===== src/uio_pkg.sv =====
package uio_pkg;
  // Board address pattern: 0000 010p pppx, 12 bits
  localparam int ADDR_W = 12;
  localparam logic [6:0] ADDR_FIXED_HI = 7'h02;
  localparam int ADDR_ID_LSB = 1;
  localparam int ADDR_ID_W = 4;
  localparam int ADDR_JMP_BIT = 0;
  // Write latch fields
  localparam int LATCH_W = 4;
  localparam int LATCH_LEVEL_BIT = 0;
  localparam int LATCH_CODE_LSB = 1;
  localparam int LATCH_CODE_W = 3;
  localparam logic [2:0] CODE_UNUSED = 3'h6;
  localparam logic [2:0] CODE_READ_SETUP = 3'h7;
  localparam logic [3:0] LATCH_RESET = 4'he;
  // Bus data and answers
  localparam int DATA_W = 8;
  localparam logic [7:0] PRESENCE_ANSWER = 8'hfe;
  localparam int NUM_LOADS = 6;
  localparam logic [5:0] LOADS_RESET = 6'h00;
  localparam int NUM_INPUTS = 16;
  localparam int GROUP_W = 4;
endpackage


===== src/uio_group_select.sv =====
`timescale 1ns/1ns
// Picks every second channel of an input group, starting at the odd or even one
module uio_group_select #(
  parameter int IN_W = 8
) (
  input wire logic [IN_W-1:0] group_i,
  input wire logic odd_sel_i,
  output logic [IN_W/2-1:0] pick_o
);
  // Lowest channel lands in the lowest data bit
  always_comb begin
    for (int k = 0; k < IN_W / 2; k++) begin
      pick_o[k] = odd_sel_i ? group_i[2 * k + 1] : group_i[2 * k];
    end
  end
endmodule // uio_group_select


===== src/universal_io_bus_slave.sv =====
// Functional notes
// - The board answers only to address 0000 010p pppx, pppp from its id setting and x set when the jumper is open.
// - A bus write fills a 4-bit latch whose D3..D1 code picks output 0 to 5, code 6 is unused, code 7 sets up a read.
// - Read setup with D0 clear selects even input channels and with D0 set selects odd ones.
// - The first group read returns the selected channels among inputs 0 to 7.
// - The second group read returns the selected channels among inputs 8 to 15.
// - Each group read gives four channels on D3..D0, lowest channel in the lowest bit.
// - A presence read to this board returns bit 0 low.
// - A broadcast reset returns the board to its reset state whether addressed or not.
// - Each input bit is 1 when its comparator sees the input above threshold and 0 otherwise.
`timescale 1ns/1ns
module universal_io_bus_slave #(
  parameter logic [3:0] BOARD_ID = 4'h0 // Set by the programmed address logic
) (
  input wire logic clk_i,
  input wire logic rst_n_i,
  input wire logic ce_i,
  input wire logic address_jumper_open_i,
  input wire logic addr_strobe_i,
  input wire logic [uio_pkg::ADDR_W-1:0] bus_addr_i,
  input wire logic bus_write_cycle_i,
  input wire logic presence_read_cycle_i,
  input wire logic low_group_read_cycle_i,
  input wire logic high_group_read_cycle_i,
  input wire logic broadcast_reset_cycle_i,
  input wire logic [uio_pkg::LATCH_W-1:0] bus_data_i,
  input wire logic [uio_pkg::NUM_INPUTS-1:0] universal_inputs_i,
  output logic [uio_pkg::DATA_W-1:0] bus_data_o,
  output logic bus_data_oe_o,
  output logic [uio_pkg::NUM_LOADS-1:0] load_sink_outputs_n_o
);

  ////////////////////////////////////////////////////////////////////////////
  // Address match

  logic [uio_pkg::ADDR_W-1:0] own_addr;
  logic addr_hit;

  // Jumper is read live so a moved jumper takes effect on the next address cycle.
  // The id half comes from a parameter, so more than two boards on one bus need several builds
  // with different BOARD_ID values; the jumper alone only doubles that count.
  assign own_addr = {uio_pkg::ADDR_FIXED_HI, BOARD_ID, address_jumper_open_i};
  assign addr_hit = (bus_addr_i == own_addr);

  logic selected_r;
  logic selected_nxt;

  // Selection follows every address cycle; broadcast reset drops it.
  // Every board re-judges its selection on each address strobe, so at most
  // one board answers reads once the master has placed an address.
  always_comb begin
    selected_nxt = selected_r;
    if (broadcast_reset_cycle_i) begin
      selected_nxt = 1'b0;
    end else if (addr_strobe_i) begin
      selected_nxt = addr_hit;
    end
  end

  always_ff @(posedge clk_i or negedge rst_n_i) begin
    if (!rst_n_i) begin
      selected_r <= 1'b0;
    end else if (ce_i) begin
      selected_r <= selected_nxt;
    end
  end

  ////////////////////////////////////////////////////////////////////////////
  // Cycle decode

  logic bcast_take;
  logic take_ok;
  logic wr_take;
  logic pres_take;
  logic low_take;
  logic high_take;

  // A broadcast reset reaches every board, selected or not
  assign bcast_take = broadcast_reset_cycle_i;

  // Writes and reads only count for the selected board, and a broadcast
  // reset in the same clock wins over them, so half-done work is dropped
  assign take_ok = !broadcast_reset_cycle_i && selected_r;
  assign wr_take = take_ok && bus_write_cycle_i;

  // Several read strobes in one clock resolve presence, then low, then high;
  // the master never does this, but the answer must come from one source only
  assign pres_take = take_ok && presence_read_cycle_i;
  assign low_take = take_ok && !presence_read_cycle_i && low_group_read_cycle_i;
  assign high_take = take_ok && !presence_read_cycle_i && !low_group_read_cycle_i
                     && high_group_read_cycle_i;

  ////////////////////////////////////////////////////////////////////////////
  // Write latch and load outputs

  logic [uio_pkg::LATCH_W-1:0] latch_r;
  logic [uio_pkg::LATCH_W-1:0] latch_nxt;
  // Held in pin polarity so the pins come straight from flip-flops
  logic [uio_pkg::NUM_LOADS-1:0] loads_n_r;
  logic [uio_pkg::NUM_LOADS-1:0] loads_n_nxt;
  logic [uio_pkg::LATCH_CODE_W-1:0] wr_code;
  logic wr_level;

  assign wr_code = bus_data_i[uio_pkg::LATCH_CODE_LSB +: uio_pkg::LATCH_CODE_W];
  assign wr_level = bus_data_i[uio_pkg::LATCH_LEVEL_BIT];

  // Latch is held between writes, so the read selection survives group reads.
  // Each write replaces the whole latch: an output write after a read setup
  // therefore also ends the odd selection.
  always_comb begin
    latch_nxt = latch_r;
    loads_n_nxt = loads_n_r;
    if (bcast_take) begin
      latch_nxt = uio_pkg::LATCH_RESET;
      loads_n_nxt = ~uio_pkg::LOADS_RESET;
    end else if (wr_take) begin
      latch_nxt = bus_data_i;
      // Code 6 and the read-setup code only refill the latch
      if (wr_code < uio_pkg::CODE_UNUSED) begin
        loads_n_nxt[wr_code] = ~wr_level;
      end
    end
  end

  always_ff @(posedge clk_i or negedge rst_n_i) begin
    if (!rst_n_i) begin
      latch_r <= uio_pkg::LATCH_RESET;
      loads_n_r <= ~uio_pkg::LOADS_RESET;
    end else if (ce_i) begin
      latch_r <= latch_nxt;
      loads_n_r <= loads_n_nxt;
    end
  end

  // Low on a pin means its driver sinks load current
  assign load_sink_outputs_n_o = loads_n_r;

  ////////////////////////////////////////////////////////////////////////////
  // Read selection

  logic odd_sel;
  logic [uio_pkg::GROUP_W-1:0] low_pick;
  logic [uio_pkg::GROUP_W-1:0] high_pick;

  logic [uio_pkg::LATCH_CODE_W-1:0] held_code;
  logic held_level;

  // Split the held latch into its code and level fields
  assign held_code = latch_r[uio_pkg::LATCH_CODE_LSB +: uio_pkg::LATCH_CODE_W];
  assign held_level = latch_r[uio_pkg::LATCH_LEVEL_BIT];

  // Only a read-setup code selects odd; an output code leaves even channels.
  // Software that drives a load between setup and read must set up again.
  assign odd_sel = (held_code == uio_pkg::CODE_READ_SETUP) && held_level;

  // Both halves share one parity choice, as the master sets it once per setup

  uio_group_select #(.IN_W(2 * uio_pkg::GROUP_W)) low_sel (
    .group_i(universal_inputs_i[7:0]),
    .odd_sel_i(odd_sel),
    .pick_o(low_pick)
  );

  uio_group_select #(.IN_W(2 * uio_pkg::GROUP_W)) high_sel (
    .group_i(universal_inputs_i[15:8]),
    .odd_sel_i(odd_sel),
    .pick_o(high_pick)
  );

  ////////////////////////////////////////////////////////////////////////////
  // Read answers

  logic [uio_pkg::DATA_W-1:0] rd_data_r;
  logic [uio_pkg::DATA_W-1:0] rd_data_nxt;
  logic rd_oe_r;
  logic rd_oe_nxt;

  // Answer one cycle after the read strobe; upper data lines read zero on group reads.
  // The answer is registered, which costs one cycle of latency but keeps the
  // data lines free of decode glitches while the enable is up.
  always_comb begin
    rd_data_nxt = '0;
    rd_oe_nxt = 1'b0;
    if (pres_take) begin
      rd_data_nxt = uio_pkg::PRESENCE_ANSWER;
      rd_oe_nxt = 1'b1;
    end else if (low_take) begin
      rd_data_nxt = {4'h0, low_pick};
      rd_oe_nxt = 1'b1;
    end else if (high_take) begin
      rd_data_nxt = {4'h0, high_pick};
      rd_oe_nxt = 1'b1;
    end
  end

  always_ff @(posedge clk_i or negedge rst_n_i) begin
    if (!rst_n_i) begin
      rd_data_r <= '0;
      rd_oe_r <= 1'b0;
    end else if (ce_i) begin
      rd_data_r <= rd_data_nxt;
      rd_oe_r <= rd_oe_nxt;
    end
  end

  // Both come straight from flip-flops; the enable is high for one cycle
  // per answered read, so the master samples the data in that cycle only
  assign bus_data_o = rd_data_r;
  assign bus_data_oe_o = rd_oe_r;

endmodule // universal_io_bus_slave


===== config.mk =====
export PLATFORM = sky130hd
export DESIGN_NAME = universal_io_bus_slave
export DESIGN_NICKNAME = d
export VERILOG_FILES = /design/src/uio_pkg.sv /design/src/uio_group_select.sv /design/src/universal_io_bus_slave.sv
export SDC_FILE = /design/constraint.sdc
export NUM_CORES = 1
export LEC_CHECK = 0
export BUFFER_PORTS_ARGS = -buffer_cell sky130_fd_sc_hd__buf_2
export CAP_MARGIN = 20
export CORE_MARGIN = 5
export CORE_UTILIZATION = 44
export CTS_CLUSTER_SIZE = 30
export DETAILED_ROUTE_END_ITERATION = 10
export GPL_TIMING_DRIVEN = 0
export PLACE_DENSITY = 0.78
export SYNTH_ARGS = -nofsm -noshare
export SYNTH_HDL_FRONTEND = slang
export SYNTH_HIERARCHICAL = 1
export SYNTH_SLANG_ARGS = --single-unit

===== constraint.sdc =====
create_clock -name clk_i -period 2.5 [get_ports clk_i]
set_clock_uncertainty 0.1 [all_clocks]
set_input_delay 0.25 -clock clk_i [delete_from_list [all_inputs] [get_ports clk_i]]
set_output_delay 0.25 -clock clk_i [all_outputs]
set_load 0.02 [all_outputs]

==> results.txt <==
----------------------------------------------------
[Floorplanning]
  Die outline height ... between 50 and 60 um
  Number of rows in the core area ... 17
  Core area ... 0.00225 mm^2
  Floorplan die area ... about 0.0035 mm^2
  Horizontal extent of the die ... 59.1 um
  Number of primary I/O pins ... 57
  Starting density of the core ... around 47%

[Cells and area]
  Final-stage net count ... between 200 and 250
  Diode count ... 0
  Fill cells ... between 200 and 250
  Core Util, Final ... between 60% and 70%
  Fraction of layout instances using a drive strength above 1 ... 49.1%
  Synth-to-layout area growth ... 31.8%

[Synth]
  Cell taking the most area after synthesis ... dfstp_2
  Share of Yosys cell area claimed by the top area cell type ... between 20% and 30%
  Synthesized area ... roughly 0.0011 mm^2
  Async S/R FF share, synth ... 100%
  Cell count after synthesis ... about 110
  Part of the Yosys area used for sequential elements ... 41.1%
  Synthesized netlist net count ... 149
  Area contributors post-synth ... dfstp_2 (22%), dfrtp_1 (19%), mux2_2 (8.5%), nor4_1 (4.7%), o22a_1 (4.1%)
  Library cells used by synthesis ... 34
  Number of synthesized flops with an enable pin ... 0
  Leading register cell type out of synthesis ... dfstp_2
  Most frequent cell after synthesis ... inv_1
  Yosys warnings ... 6
  Yosys reg bits ... 17
  Average size of a mapped cell ... 9.93 um^2
  Ranking of synthesized cells by instance count ... inv_1 (11), dfstp_2 (9), dfrtp_1 (8), mux2_2 (8), nor4_1 (8)

[Placement]
  Placer congestion estimate ... 0.825
  Input/output buffers ... between 50 and 60
  Half-perimeter wire length after placement ... 2310 um

[Global routing]
  Overall Global Routing Usage ... between 15 and 20%
  Leftover overflow at the end of global routing ... 0
  Largest net degree at the start of global routing ... 18
  Number of global-route vias before repair ... 1084
  Antenna violations before repair ... 0
  Wire length of the first global-routing pass ... between 4000 and 5000 um

[Routing]
  Final antenna-violating net count ... 0
  First drt pass iteration count ... 5
  Detailed-route wire length ... roughly 2800 um
  Routed len/inst ... about 14 um
  Final routed DRC violation total ... 0
  DRT iter0 DRCs ... 19
  Total via count in the routed design ... 1111
  Number of vias per cell ... about 5.8

[Outcome]
  Result of the run ... finished clean

[Clock network]
  CTS root buffer ... clkbuf_4
  Source-to-sink clock delay at the later pin of the worst-skew pair ... 0.28 ns
  Clock tree from TritonCTS ... yes
  Clock input transition at the sequential cells of the worst setup and hold paths ... 0.10 ns
  Deepest clock path buffer count ... 2
  Clk sink count ... 17
  Total clock buffers created by CTS ... 3
  CTS HTree Levels ... 1

[Timing]
  Transition time at the pin with the least slew margin ... 0.457 ns
  Final worst path period need ... ~2.0 ns
  Unrepaired setup endpoints after global routing ... no
  Final count of negative-setup-slack endpoints ... 0
  Final count of pins violating max slew ... 0
  Sum Neg Setup Slack ... 0 ns
  Period utilization ... 79.9%
  Worst rel slew slack ... 69.5%
  Fmax ... 501 MHz
  Number of hold violations in the final report ... 0
  Hold Worst Slack ... about 0.14 ns

[Run]
  Maximum Capacitance Violations ... 0

[Power and ir drop]
  Internal ... 0.000476 W
  Cell area power density ... 483 mW/mm^2
  Gate power share ... 28.2%
  Relative contribution of sequential cells to total power ... just over 50%
  Portion of total power attributed to the clock network ... 21.4%
  Leakage dissipation ... 0.634 nW
  VDD IR max ... 0.000361 V
  Sw frac ... a little under 30%
  Net switching power figure ... 0.000200 W

[Critical path]
  Arr. time, crit path ... roughly 2.1 ns
  Worst Path Class, Setup ... reg -> reg
  Kind of start point of the critical path ... flop
  Sort of element at the end of the critical path ... flop
  Data required time at the worst endpoint ... roughly 2.6 ns
  Maximum net fanout on the critical path ... 8

[Worst hold path]
  Worst hold path class ... in -> reg

----------------------------------------------------
[logic make-up after synthesis]
kind of cell | count (synthesis) | synth area share [%]
mux | 8 | 8.48
simple gates | 32 | 19.9
buf+inv | 20 | 8.48
compound gates | 29 | 21.2
flops | 17 | 41.1
xor+xnor | 1 | 0.825
[flip-flops by register name (all words and copies together) (netlist names)]
signal,cells
selected_r,1
bus_data_oe_o,1
bus_data_o,5
latch_r,4
load_sink_outputs_n_o,6
[per-layer routing]
metal	wire, um	vias up	track usage, %
met5	0	-	0
met4	28	0	4.85
met3	309	4	3.70
met2	1340	54	29.3
met1	1120	521	19.1
li1	-	532	-
[timing repair]
action,4_1_cts,5_1_grt
endpoints found under the setup margin,0,0
gates resized for setup,0,0
endpoints found under the hold margin,8,0
hold buffers,1,0
setup buffers,0,0
[through the flow]
step	area, um^2	instances	power [W]	setup slack, ns
floorplan	1060	107	0.000461	0.667
global placement	1360	188	0.000528	0.546
detailed placement	1360	188	0.000536	0.516
CTS	1400	193	0.000684	0.495
global route	1400	193	0.000718	0.402
finish	1400	193	0.000676	0.503
[final cells by class]
class	instances	area, um^2	area share (%)
sequential	17	437	31.2
tap	28	35.0	2.50
multi-input combinational	70	536	38.2
buffer	9	48.8	3.49
timing repair buffer	54	275	19.7
clock buffer	3	22.5	1.61
inverter	11	41.3	2.95
clock inverter	1	5.00	0.357
[path summary, 6_finish.rpt]
path,to,start,slack (ns),cells after the start
min in group asynchronous,bus_data_oe_o$_DFFE_PN0P_,rst_n_i,0.31,2
worst max-delay path,bus_data_o[3]$_DFFE_PN0P_,latch_r[3]$_DFFE_PN1P_,0.50,4
max in group asynchronous,load_sink_outputs_n_o[2]$_DFFE_PN1P_,rst_n_i,1.67,2
worst max register to register,bus_data_o[3]$_DFFE_PN0P_,latch_r[3]$_DFFE_PN1P_,0.50,4
worst min register to register,load_sink_outputs_n_o[2]$_DFFE_PN1P_,load_sink_outputs_n_o[2]$_DFFE_PN1P_,0.42,2
worst min-delay path,selected_r$_DFFE_PN0P_,bus_addr_i[10],0.14,4
[worst max-delay path, cell delays in order (launching register included)]
cell and delay [ns]:
dfstp_2 0.55, and4_1 0.40, mux2_2 0.38, a221oi_1 0.31, o22ai_1 0.13
[power by group through the flow]
stage	Sequential (W)	Combinational, W	Clock, W
global placement	0.000343	0.000185	0
finish	0.000341	0.000190	0.000145
floorplan	0.000364	0.0000970	0
global route	0.000344	0.000209	0.000165
CTS	0.000340	0.000193	0.000151
detailed placement	0.000346	0.000190	0
[placed cells by master (no fill, tap or decap), types with 2 or more instances in the layout]
cell	n
dfrtp_1	8
clkbuf_4	3
a221oi_1	3
o21ai_0	4
o22a_1	5
o21a_1	2
inv_1	11
nand3_1	2
buf_2	56
nand2_1	2
a311oi_1	4
o22ai_1	5
buf_4	3
nor2_1	4
nor3_1	4
buf_1	2
o32a_1	2
mux2_2	8
o31a_1	2
nor4_1	8
and4b_1	2
dfstp_2	9
nor2b_1	2
Note: power is estimated with default switching activity, not from simulation.
